`src/hw/icr_defines.vh`:
```
// Register offsets, field positions, reset values and timing for the context block
`ifndef ICR_DEFINES_VH
`define ICR_DEFINES_VH

// ****************************************
// Register byte offsets
// ****************************************
`define ICR_OFS_CONTEXT     8'h00
`define ICR_OFS_CONTROL     8'h04
`define ICR_OFS_VECTOR      8'h08
`define ICR_OFS_VECOUT      8'h0C
`define ICR_OFS_GBYTECNT    8'h10
`define ICR_OFS_GCHAN       8'h14
`define ICR_OFS_GCHANALIAS  8'h18
`define ICR_OFS_GTYPE       8'h1C
`define ICR_OFS_GRXDATA     8'h20
`define ICR_OFS_GTXDATA     8'h24
`define ICR_OFS_GSTAT       8'h28
`define ICR_OFS_GMASK       8'h2C
`define ICR_OFS_GMODE       8'h30
`define ICR_OFS_GCTX        8'h34
`define ICR_OFS_RECOG       8'h38
`define ICR_OFS_MODE0       8'h3C
`define ICR_OFS_XON         8'h40
`define ICR_OFS_XOFF        8'h44
`define ICR_OFS_ADDRCH      8'h48
`define ICR_OFS_RECENT      8'h4C

// ****************************************
// Control register fields
// ****************************************
`define ICR_CTL_THR_LSB     0
`define ICR_CTL_THR_MSB     10
`define ICR_CTL_VMOD_BIT    11
`define ICR_CTL_VFIX_BIT    12

// ****************************************
// Bid layout
// ****************************************
`define ICR_BID_CH_BIT      0
`define ICR_BID_TYPE_LSB    1
`define ICR_BID_TYPE_MSB    4
`define ICR_TYPE_RX_OK      4'h2
`define ICR_TYPE_RX_ERR     4'hA
`define ICR_TYPE_RX_WD      4'h8
`define ICR_TYPE_TX         4'h4
`define ICR_TYPE_CT         4'h0
`define ICR_TYPE_CT_HI      1'b1
`define ICR_TYPE_COS        4'h6

// ****************************************
// Recognition fields
// ****************************************
`define ICR_MODE0_STRIP_LSB 6
`define ICR_STRIP_NONE      2'h0
`define ICR_STRIP_XONOFF    2'h1
`define ICR_STRIP_ADDR      2'h2
`define ICR_STRIP_ALL       2'h3

// ****************************************
// Reset values
// ****************************************
`define ICR_RST_XON         8'h11
`define ICR_RST_XOFF        8'h13
`define ICR_RST_ADDR        8'h00
`define ICR_RST_VECTOR      8'h0F
`define ICR_FIXED_VECTOR    8'h0F

// ****************************************
// Timing
// ****************************************
`define ICR_ARB_PERIOD      2

`endif

```
`src/hw/icr_context.v`:
```
// Interrupt context capture, vectoring, global registers and character recognition
//
// Register access over APB and the register addresses are this design's own decisions.
`timescale 1ns/1ps
`default_nettype none
`include "icr_defines.vh"

// Overview of operation
// - Acknowledge latches winning bid into context
// - Acknowledge answered with fixed/programmed/modified vector
// - Context held until next capture event or soft reset
// - No bid above threshold loads zero
// - Modified vector context bits zero when idle
// - Ten global registers indexed by context
// - Global byte count gives interrupting FIFO level
// - Global channel zero except timer1, port B
// - Global type returns captured type code
// - Global data routed to interrupting FIFO
// - Update-context write captures like acknowledge
// - Context readable at update-context address
// - Zero type means nothing pending
// - Three match characters compared continuously
// - Match sets recognition and status bits
// - Reading recognition status clears it
// - Reset reloads flow-control match characters
// - Two-bit field selects stripping
// - Actions fire whether stripped or not
// - Errored match character still stored
// - New candidate every two clocks
// - Pending only when bid exceeds threshold
// - Resume 0x11, stop 0x13 defaults
module icr_context (
	input  wire        pclk,         // System clock
	input  wire        presetn,      // Async reset, active low
	input  wire        psel,         // APB select
	input  wire        penable,      // APB enable
	input  wire        pwrite,       // APB direction
	input  wire [7:0]  paddr,        // APB byte address
	input  wire [31:0] pwdata,       // APB write data
	output reg  [31:0] prdata,       // APB read data
	output reg         pready,       // APB ready
	output reg         pslverr,      // APB error, unmapped address
	input  wire        soft_reset,   // Software reset pulse
	input  wire        irq_ack_n,    // Host acknowledge, active low
	output reg  [7:0]  irq_vector,   // Vector for the acknowledge cycle
	output reg         irq_vec_vld,  // Vector valid pulse
	output reg         irq_request_n,// Request pending, active low
	input  wire [11:0] bid_rx,       // Receiver bid
	input  wire [11:0] bid_tx,       // Transmitter bid
	input  wire [11:0] bid_misc,     // Highest non-FIFO bid
	input  wire [7:0]  rx_level,     // Receive FIFO fill
	input  wire [7:0]  tx_level,     // Transmit FIFO empty count
	input  wire [7:0]  rx_fifo_data, // Head of receive FIFO
	output reg         rx_fifo_pop,  // Receive FIFO pop pulse
	output reg  [7:0]  tx_fifo_data, // Data for transmit FIFO
	output reg         tx_fifo_push, // Transmit FIFO push pulse
	input  wire        ch_valid,     // Incoming character strobe
	input  wire [7:0]  ch_data,      // Incoming character
	input  wire        ch_err,       // Character carries error flag
	output reg         ch_store,     // Write character to receive FIFO
	output reg  [7:0]  ch_store_data,// Character to store
	output reg  [2:0]  recog_event,  // Match pulses: xon, xoff, addr
	output reg  [2:0]  irq_status_set// Status bits set on match
);

	// ****************************************
	// Registers
	// ****************************************
	reg  [11:0] current_context_reg_q;
	reg  [12:0] irq_control_reg_q;
	reg  [7:0]  vector_q;
	reg  [7:0]  mode_reg_zero_q;
	reg  [7:0]  xon_q;
	reg  [7:0]  xoff_q;
	reg  [7:0]  addr_q;
	reg  [2:0]  recog_status_reg_q;
	reg  [7:0]  last_match_q;
	reg  [11:0] cand_q;
	reg         phase_q;
	reg         ack_s1_q;
	reg         ack_s2_q;
	reg         ack_s3_q;

	wire        wr_en;
	wire        rd_en;
	wire        ack_fall;
	wire        upd_cmd;
	wire        capture;
	wire [10:0] thr;
	wire [11:0] winner;
	wire [3:0]  ctx_type;
	wire        ctx_ch;
	wire        ctx_is_rx;
	wire        ctx_is_tx;
	wire [2:0]  match;
	wire        strip_hit;
	wire [7:0]  vec_mod;

	assign wr_en   = psel & penable & pwrite & pready;
	assign rd_en   = psel & penable & ~pwrite & pready;
	assign upd_cmd = wr_en & (paddr == `ICR_OFS_CONTEXT);
	assign ack_fall = ack_s3_q & ~ack_s2_q;
	assign capture  = ack_fall | upd_cmd;
	assign thr      = irq_control_reg_q[`ICR_CTL_THR_MSB:`ICR_CTL_THR_LSB];

	// ****************************************
	// Arbitration candidate
	// ****************************************
	// Threshold bit 0 lines up with bid bit 1
	function [11:0] icr_max;
		input [11:0] a;
		input [11:0] b;
		begin
			icr_max = (a > b) ? a : b;
		end
	endfunction

	assign winner = icr_max(icr_max(bid_rx, bid_tx), bid_misc);

	always @(posedge pclk or negedge presetn) begin
		if (!presetn) begin
			phase_q <= 1'b0;
			cand_q  <= 12'h000;
		end else begin
			phase_q <= ~phase_q;
			if (phase_q) begin
				if (winner[11:1] > thr)
					cand_q <= winner;
				else
					cand_q <= 12'h000;
			end
		end
	end

	// ****************************************
	// Acknowledge synchroniser and capture
	// ****************************************
	always @(posedge pclk or negedge presetn) begin
		if (!presetn) begin
			ack_s1_q <= 1'b1;
			ack_s2_q <= 1'b1;
			ack_s3_q <= 1'b1;
			current_context_reg_q <= 12'h000;
		end else begin
			ack_s1_q <= irq_ack_n;
			ack_s2_q <= ack_s1_q;
			ack_s3_q <= ack_s2_q;
			if (soft_reset)
				current_context_reg_q <= 12'h000;
			else if (capture)
				current_context_reg_q <= cand_q;
		end
	end

	assign ctx_type  = current_context_reg_q[`ICR_BID_TYPE_MSB:`ICR_BID_TYPE_LSB];
	assign ctx_ch    = current_context_reg_q[`ICR_BID_CH_BIT];
	assign ctx_is_rx = (ctx_type == `ICR_TYPE_RX_OK) | (ctx_type == `ICR_TYPE_RX_ERR) |
		(ctx_type == `ICR_TYPE_RX_WD);
	assign ctx_is_tx = (ctx_type == `ICR_TYPE_TX);
	// Context bits come from the register, so zero context gives zero bits
	assign vec_mod = {vector_q[7:5], ctx_type, ctx_ch};

	// ****************************************
	// Vector answer
	// ****************************************
	always @(posedge pclk or negedge presetn) begin
		if (!presetn) begin
			irq_vector    <= 8'h00;
			irq_vec_vld   <= 1'b0;
			irq_request_n <= 1'b1;
		end else begin
			irq_request_n <= (cand_q[`ICR_BID_TYPE_MSB:`ICR_BID_TYPE_LSB] == 4'h0);
			irq_vec_vld   <= ack_fall;
			if (ack_fall) begin
				if (irq_control_reg_q[`ICR_CTL_VFIX_BIT])
					irq_vector <= `ICR_FIXED_VECTOR;
				else if (irq_control_reg_q[`ICR_CTL_VMOD_BIT])
					irq_vector <= {vector_q[7:5], cand_q[4:1], cand_q[0]};
				else
					irq_vector <= vector_q;
			end
		end
	end

	// ****************************************
	// Character recognition
	// ****************************************
	genvar gi;
	generate
		for (gi = 0; gi < 3; gi = gi + 1) begin : g_cmp
			wire [7:0] ref_ch;
			assign ref_ch = (gi == 0) ? xon_q : (gi == 1) ? xoff_q : addr_q;
			assign match[gi] = ch_valid & (ch_data == ref_ch);
		end
	endgenerate

	assign strip_hit =
		((mode_reg_zero_q[7:6] == `ICR_STRIP_XONOFF) & (match[0] | match[1])) |
		((mode_reg_zero_q[7:6] == `ICR_STRIP_ADDR) & match[2]) |
		((mode_reg_zero_q[7:6] == `ICR_STRIP_ALL) & (|match));

	always @(posedge pclk or negedge presetn) begin
		if (!presetn) begin
			ch_store       <= 1'b0;
			ch_store_data  <= 8'h00;
			recog_event    <= 3'h0;
			irq_status_set <= 3'h0;
			last_match_q   <= 8'h00;
		end else begin
			ch_store       <= ch_valid & (~strip_hit | ch_err);
			ch_store_data  <= ch_data;
			recog_event    <= match;
			irq_status_set <= match;
			if (|match)
				last_match_q <= ch_data;
		end
	end

	// ****************************************
	// APB register file
	// ****************************************
	always @(posedge pclk or negedge presetn) begin
		if (!presetn) begin
			irq_control_reg_q  <= 13'h0000;
			vector_q           <= `ICR_RST_VECTOR;
			mode_reg_zero_q    <= 8'h00;
			xon_q              <= `ICR_RST_XON;
			xoff_q             <= `ICR_RST_XOFF;
			addr_q             <= `ICR_RST_ADDR;
			recog_status_reg_q <= 3'h0;
			pready             <= 1'b0;
			pslverr            <= 1'b0;
			prdata             <= 32'h0000_0000;
			rx_fifo_pop        <= 1'b0;
			tx_fifo_push       <= 1'b0;
			tx_fifo_data       <= 8'h00;
		end else begin
			// One wait state: ready rises at the end of the first access cycle
			pready       <= psel & penable & ~pready;
			pslverr      <= 1'b0;
			rx_fifo_pop  <= 1'b0;
			tx_fifo_push <= 1'b0;
			if (soft_reset) begin
				xon_q  <= `ICR_RST_XON;
				xoff_q <= `ICR_RST_XOFF;
			end
			if (psel & penable & ~pready) begin
				prdata <= 32'h0000_0000;
				case (paddr)
					`ICR_OFS_CONTEXT:    prdata[11:0] <= current_context_reg_q;
					`ICR_OFS_CONTROL:    prdata[12:0] <= irq_control_reg_q;
					`ICR_OFS_VECTOR:     prdata[7:0]  <= vector_q;
					`ICR_OFS_VECOUT:     prdata[7:0]  <= vec_mod;
					`ICR_OFS_GBYTECNT:   prdata[7:0]  <= ctx_is_rx ? rx_level :
						(ctx_is_tx ? tx_level : 8'h00);
					`ICR_OFS_GCHAN, `ICR_OFS_GCHANALIAS:
						prdata[0] <= ctx_ch & ((ctx_type == `ICR_TYPE_CT) |
							(ctx_type == `ICR_TYPE_COS));
					`ICR_OFS_GTYPE:      prdata[3:0]  <= ctx_type;
					`ICR_OFS_GRXDATA:    prdata[7:0]  <= rx_fifo_data;
					`ICR_OFS_GTXDATA:    prdata[7:0]  <= tx_level;
					`ICR_OFS_GSTAT:      prdata[0]    <= ~irq_request_n;
					`ICR_OFS_GMASK:      prdata[10:0] <= thr;
					`ICR_OFS_GMODE:      prdata[7:0]  <= mode_reg_zero_q;
					`ICR_OFS_GCTX:       prdata[11:0] <= cand_q;
					`ICR_OFS_RECOG:      prdata[2:0]  <= recog_status_reg_q;
					`ICR_OFS_MODE0:      prdata[7:0]  <= mode_reg_zero_q;
					`ICR_OFS_XON:        prdata[7:0]  <= xon_q;
					`ICR_OFS_XOFF:       prdata[7:0]  <= xoff_q;
					`ICR_OFS_ADDRCH:     prdata[7:0]  <= addr_q;
					`ICR_OFS_RECENT:     prdata[7:0]  <= last_match_q;
					default:             pslverr      <= 1'b1;
				endcase
			end
			// Match beats a same-cycle read clear
			if (rd_en & (paddr == `ICR_OFS_RECOG))
				recog_status_reg_q <= match;
			else
				recog_status_reg_q <= recog_status_reg_q | match;
			if (rd_en & (paddr == `ICR_OFS_GRXDATA) & ctx_is_rx)
				rx_fifo_pop <= 1'b1;
			if (wr_en) begin
				case (paddr)
					`ICR_OFS_CONTROL: irq_control_reg_q <= pwdata[12:0];
					`ICR_OFS_VECTOR:  vector_q          <= pwdata[7:0];
					`ICR_OFS_MODE0:   mode_reg_zero_q   <= pwdata[7:0];
					`ICR_OFS_XON:     xon_q             <= pwdata[7:0];
					`ICR_OFS_XOFF:    xoff_q            <= pwdata[7:0];
					`ICR_OFS_ADDRCH:  addr_q            <= pwdata[7:0];
					`ICR_OFS_GTXDATA: begin
						tx_fifo_data <= pwdata[7:0];
						tx_fifo_push <= ctx_is_tx;
					end
					default: ;
				endcase
			end
		end
	end

endmodule
`default_nettype wire

```
`config.mk`:
```
export PLATFORM = sky130hd
export DESIGN_NAME = icr_context
export DESIGN_NICKNAME = d
export VERILOG_FILES = /design/src/hw/icr_context.v
export VERILOG_INCLUDE_DIRS = /design/src /design/src/hw
export SDC_FILE = /design/constraint.sdc
export NUM_CORES = 1
export LEC_CHECK = 0
export BUFFER_PORTS_ARGS = -buffer_cell sky130_fd_sc_hd__buf_2
export CAP_MARGIN = 20
export CORE_MARGIN = 3
export CORE_UTILIZATION = 50
export DETAILED_ROUTE_END_ITERATION = 12
export PLACE_DENSITY_LB_ADDON = 0.08
export SLEW_MARGIN = 20
export SYNTH_ARGS = -nofsm -noshare
export SYNTH_HDL_FRONTEND = slang
export SYNTH_SLANG_ARGS = --single-unit
```
`constraint.sdc`:
```
create_clock -name pclk -period 2.03 [get_ports pclk]
set_input_delay 0.1015 -clock pclk [delete_from_list [all_inputs] [get_ports pclk]]
set_output_delay 0.1015 -clock pclk [all_outputs]
set_load 0.02 [all_outputs]
```
# == Word level (Yosys, flattened, before mapping) ==
# Index checks and enable logic that the tools add are counted.
# totals
regBits,139
inputBits,117
output_inout_bits,69
elab_cells,136
# op_classes
magnitude_cmp,3
eq_ne,30
n_mux,28
bitwise,34
reduce_logical,15
# op_table
op,n
$mux 8,9
$eq 8x6->1 const B,8
$mux 12,5
$pmux 4 s13,1
$eq 8x5->1 const B,4
$eq 8x7->1 const B,4
$pmux 2 s14,1
$eq 8x8->1,3
$gt 12x12->1,2
$reduce_or 20->1,1
$and 1x1->1,19
$eq 8x4->1 const B,2
$pmux 1 s16,1
$pmux 1 s13,1
$gt 11x11->1,1
$reduce_and 2->1,5
$pmux 3 s3,1
$eq 4x3->1 const B,2
$eq 4x4->1 const B,2
$eq 8x3->1 const B,1
$logic_not 4->1,2
$logic_not 8->1,1
$or 1x1->1,8
$reduce_or 2->1,4
other kinds (11),22

# == Logic depth before layout (Yosys ltp) ==
# depth
ltp_word,9
mapped_depth,24
depth_no_buf,21

# == Worst setup path before layout ==
# Ideal clock, no wire load.
# synth_path
kind,input port to flip-flop
from,input bid_tx[1]
to,register cand_q[10]
setup_ns,0.126
t_arrival_ns,4.758
required_ns,1.904
setup_slack_ns,-2.853
path_stages,23
path_buffers,3
cell_sequence,inv_1 > ha_1 > nor2b_1 > o211ai_1 > a211o_1 > a31oi_1 > buf_2 > mux2_2 > ha_1 > nand2_1 > o21a_1 > a21oi_1 > o31a_1 > clkbuf_1 > mux2_2 > ha_1 > a21oi_1 > o21ai_0 > nor3_1 > a21o_1 > clkbuf_1 > nor3_1 > a221o_1
# synth_between
elab_chain_len,6
# synth_lines
item,line_no,rtl
from (decl),icr_context.v:49,"input wire [11:0] bid_tx,"
$gt 12x12->1,icr_context.v:114,icr_max = (a > b) ? a : b;
$mux 12 *,icr_context.v:114,
$gt 12x12->1,icr_context.v:114,
$mux 12 *,icr_context.v:114,
$gt 11x11->1,icr_context.v:127,if (winner[11:1] > thr)
$mux 12 *,icr_context.v:127,
to (signal assigned),icr_context.v:128,cand_q <= winner;
to (decl),icr_context.v:78,reg [11:0] cand_q;
# Every way passes the cells marked *; elsewhere a longest branch is shown, timed or not.
# A chain may end at the register's enable or synchronous reset.

# == Worst setup path in the final report ==
# layout_path
from,input bid_tx[8]
to,register cand_q[10]
# Same word-level chain as after synthesis.

==> impl_metrics.py <==
metrics = {
    "run_status": {
        "outcome": "finished, violations left",
        "violations": "negative setup slack",
    },
    "placement": {
        "place.gp.congestion": 1.056,
        "io_buffers": 147,
        "dpl-instance-area_um2": 10610,
        "hpwl_mm": 22.21,
        "dp_slack_ns": -2.671,
    },
    "critical_path": {
        "endpoint_kind": "register",
        "r2r_slack_ns": -0.09,
        "startpoint": "bid_tx[8]",
        "critPathLaunchType": "input pin",
        "critPathKind": "input pin to register",
        "worstPathRequired_ns": 2.35,
        "timing.rr.end": "cand_q[10]",
        "rr_worst_depth": 9,
        "worstPathArrival_ns": 4.68,
        "crit_fanout": 8,
        "endpoint": "cand_q[10]",
        "reg2reg_from": "irq_control_reg_q[8]",
    },
    "routing": {
        "drt_iter0_drc": 718,
        "drt_pass1_iterations": 5,
        "vias": 7958,
        "viasPerCell": 5.750,
        "wirelength_mm": 29.73,
        "antenna_left": 0,
        "drcViolationCount": 0,
        "routedWlPerCell_um": 21.48,
    },
    "synthesis": {
        "syn_area_um2": 8334,
        "synthTopCellsByArea": "dfrtp_1 (38%), mux2_1 (6.6%), ha_1 (5.3%)",
        "syn_inst": 842,
        "yosysMostFrequentCell": "dfrtp_1",
        "synth_top_area_frac": 0.3783,
        "yosysSeqAreaShare": 0.4193,
        "avgSynthCellArea_um2": 9.898,
        "yosysWarnings": 0,
        "synth_cell_types": 75,
        "ys_top_cells_by_count": "dfrtp_1 (126), nand2_1 (87), mux2_1 (49)",
        "synth_ff_type": "dfrtp_1",
        "synth-async-reset-ratio": 1.000,
        "synth_edf_count": 0,
        "synth_seq_cells": 139,
        "synth.largest_area_cell": "dfrtp_1",
    },
    "floorplanning": {
        "die_w_um": 135.1,
        "die-area_um2": 18250,
        "boundaryPins": 186,
        "initial_utilization": 0.5172,
        "rows": 46,
        "core-area_um2": 16120,
        "die_h_um": 135.1,
    },
    "sta": {
        "rsz0062_at_grt": "yes",
        "holdWs_ns": 0.009657,
        "max_freq_ghz": 0.2293,
        "tightest_slew_ns": 0.5295,
        "period_share": 2.148,
        "final.min_clock_period_ns": 4.361,
        "max_slew_margin": 0.6441,
        "setup_viol": 12,
        "skew_ns": 0.009733,
        "setup_tns_ns": -27.86,
        "slew_violations": 0,
        "setup_ws_ns": -2.331,
        "finalHoldViolations": 0,
    },
    "cts": {
        "cts_buffers": 17,
        "cts_tree": "yes",
        "ctsRootBufferMaster": "clkbuf_16",
        "clk_path_buf_depth": 2,
        "cts.htree.levels": 4,
        "cts_sinks": 139,
        "clk_latency_ns": 0.44,
        "clk_pin_slew_ns": 0.06,
    },
    "cells_and_area": {
        "fin_area_um2": 11890,
        "antennaDiodeCount": 0,
        "nNetsFinal": 1307,
        "area_growth_pct": 42.65,
        "fillCellCount": 1174,
        "drive_above_1_share": 0.3938,
    },
    "pwr": {
        "p_sw_frac": 0.2965,
        "p_clk_frac": 0.425,
        "p_per_area_nw_per_um2": 643.4,
        "max-vdd-ir-drop_mv": 0.6094,
        "p_sw_uw": 2268,
        "p_leak_uw": 0.005640,
        "internal_power_uw": 5381,
        "pwr-share-comb": 0.202,
        "power_frac_seq": 0.374,
        "totalPowerFinal_uw": 7649,
    },
    "global_routing": {
        "antenna_found_initial": 0,
        "grt_use_total": 0.3255,
        "grt_pass1_vias": 7945,
        "gr-total-overflow": 0,
        "grt_pass1_wl_mm": 45.00,
        "grt_max_degree": 44,
    },
    "hold_path": {
        "hold_path.class": "input pin to register",
    },
    "flow_run": {
        "timing.max_cap.violations": 0,
    },
}
-- power by group through the flow --
| stage | Clock [uW] | Combinational (uW) | Sequential (uW) |
|---|---|---|---|
| floorplan | 0 | 670 | 2920 |
| global placement | 0 | 1270 | 2910 |
| detailed placement | 0 | 1280 | 2910 |
| CTS | 3270 | 1460 | 2860 |
| global route | 3410 | 1650 | 2860 |
| finish | 3250 | 1540 | 2860 |
-- layout by cell type, fill, tap and decap left out, types with 7 or more instances in the layout --
cell,count
a21oi_1,22
a21oi_2,8
a221o_1,12
a22o_1,7
a22oi_1,17
a31oi_1,13
buf_12,11
buf_2,142
buf_4,151
buf_6,9
clkbuf_16,17
conb_1,19
dfrtp_1,126
dfstp_2,13
dlygate4sd3_1,25
ha_1,12
ha_4,23
inv_1,35
mux2_1,41
mux2_4,24
nand2_1,86
nand2b_1,31
nand3_1,18
nand3b_1,7
nand4_1,14
nor2_1,24
nor2b_1,10
nor3_1,17
nor3b_1,7
o21ai_0,24
o21ai_1,43
xnor2_1,18
xor2_1,8
-- per-stage QoR --
step,utilization,instances
detailed placement,0.6585,1319
finish,0.7377,1384
CTS,0.7297,1382
global route,0.7377,1384
global placement,0.6585,1319
floorplan,-,860
-- registers in the layout, indices dropped and copies added, names as in the netlist, 3 cells and up --
name,cells
g_cmp.ref_ch,16
irq_status_set,3
last_match_q,8
current_context_reg_q,12
addr_q,8
ch_store_data,8
cand_q,12
prdata,13
tx_fifo_data,8
irq_vector,8
mode_reg_zero_q,8
recog_status_reg_q,3
irq_control_reg_q,13
vector_q,8
-- worst max-delay path, cell delays in order --
cell     delay [ns]
buf_2          0.11
inv_1          0.07
ha_1           0.27
nand4_1        0.11
a211o_1        0.33
a31oi_4        0.27
buf_12         0.17
mux2_4         0.32
ha_4           0.27
a21oi_2        0.06
o21a_1         0.21
a21oi_2        0.15
o31a_1         0.17
buf_6          0.14
buf_12         0.13
mux2_4         0.31
ha_4           0.26
a21oi_4        0.13
o21ai_0        0.10
nor3_1         0.24
a21o_1         0.21
nor2_2         0.08
buf_4          0.16
a221o_1        0.29
-- per-layer routing --
| metal | wire [um] | part of all wire | GRT usage |
|---|---|---|---|
| met4 | 750 | 0.025 | 0.09854 |
| met5 | 0 | 0 | 0 |
| met1 | 13170 | 0.44 | 0.4703 |
| met3 | 2327 | 0.078 | 0.05179 |
| met2 | 13480 | 0.45 | 0.5075 |
-- logic make-up after synthesis --
family / Yosys count / synth area share
multiplexers: 77 / 0.1045
XOR/XNOR: 26 / 0.02732
flip-flops: 139 / 0.4193
AO/OA/AOI/OAI: 203 / 0.1639
adder cells (fa/ha/maj): 35 / 0.05254
buffers and inverters: 105 / 0.06140
AND/OR/NAND/NOR: 256 / 0.1705
other: 1 / 0.0004500
-- timing repair --
item / CTS / global route
buffers inserted: 5 / 2
gates resized for setup: 37 / 21
endpoints found under the hold margin: 156 / 0
pin swaps: 18 / 11
cloned: 1 / 0
hold buffers: 25 / 0
endpoints found under the setup margin: 13 / 21
-- cell type report --
cell class | instances | area, um2 | area share
Tap cell | 216 | 270.3 | 0.02273
Clock inverter | 15 | 203.9 | 0.01715
Timing Repair Buffer | 340 | 2459 | 0.2068
Sequential cell | 139 | 3495 | 0.2939
Multi-Input combinational cell | 616 | 4870 | 0.4096
Clock buffer | 17 | 425.4 | 0.03578
Inverter | 41 | 166.4 | 0.01400
-- how the worst min path moves through the flow --
stage | endpoint | slack (ns) | cells past startpoint | start
2_1_floorplan | addr_q[0] | -0.19 | 0 | presetn
3_5_place_dp | ch_store_data[2] | 0.05 | 1 | presetn
4_1_cts | g_cmp[1].ref_ch[2] | 0.002 | 3 | pwdata[2]
6_report | g_cmp[1].ref_ch[2] | 0.01 | 3 | pwdata[2]
3_3_place_gp | irq_status_set[0] | 0.05 | 1 | presetn
5_1_grt | rx_fifo_pop | 0.04 | 3 | psel
No activity file was read; power rests on OpenSTA's default activity.
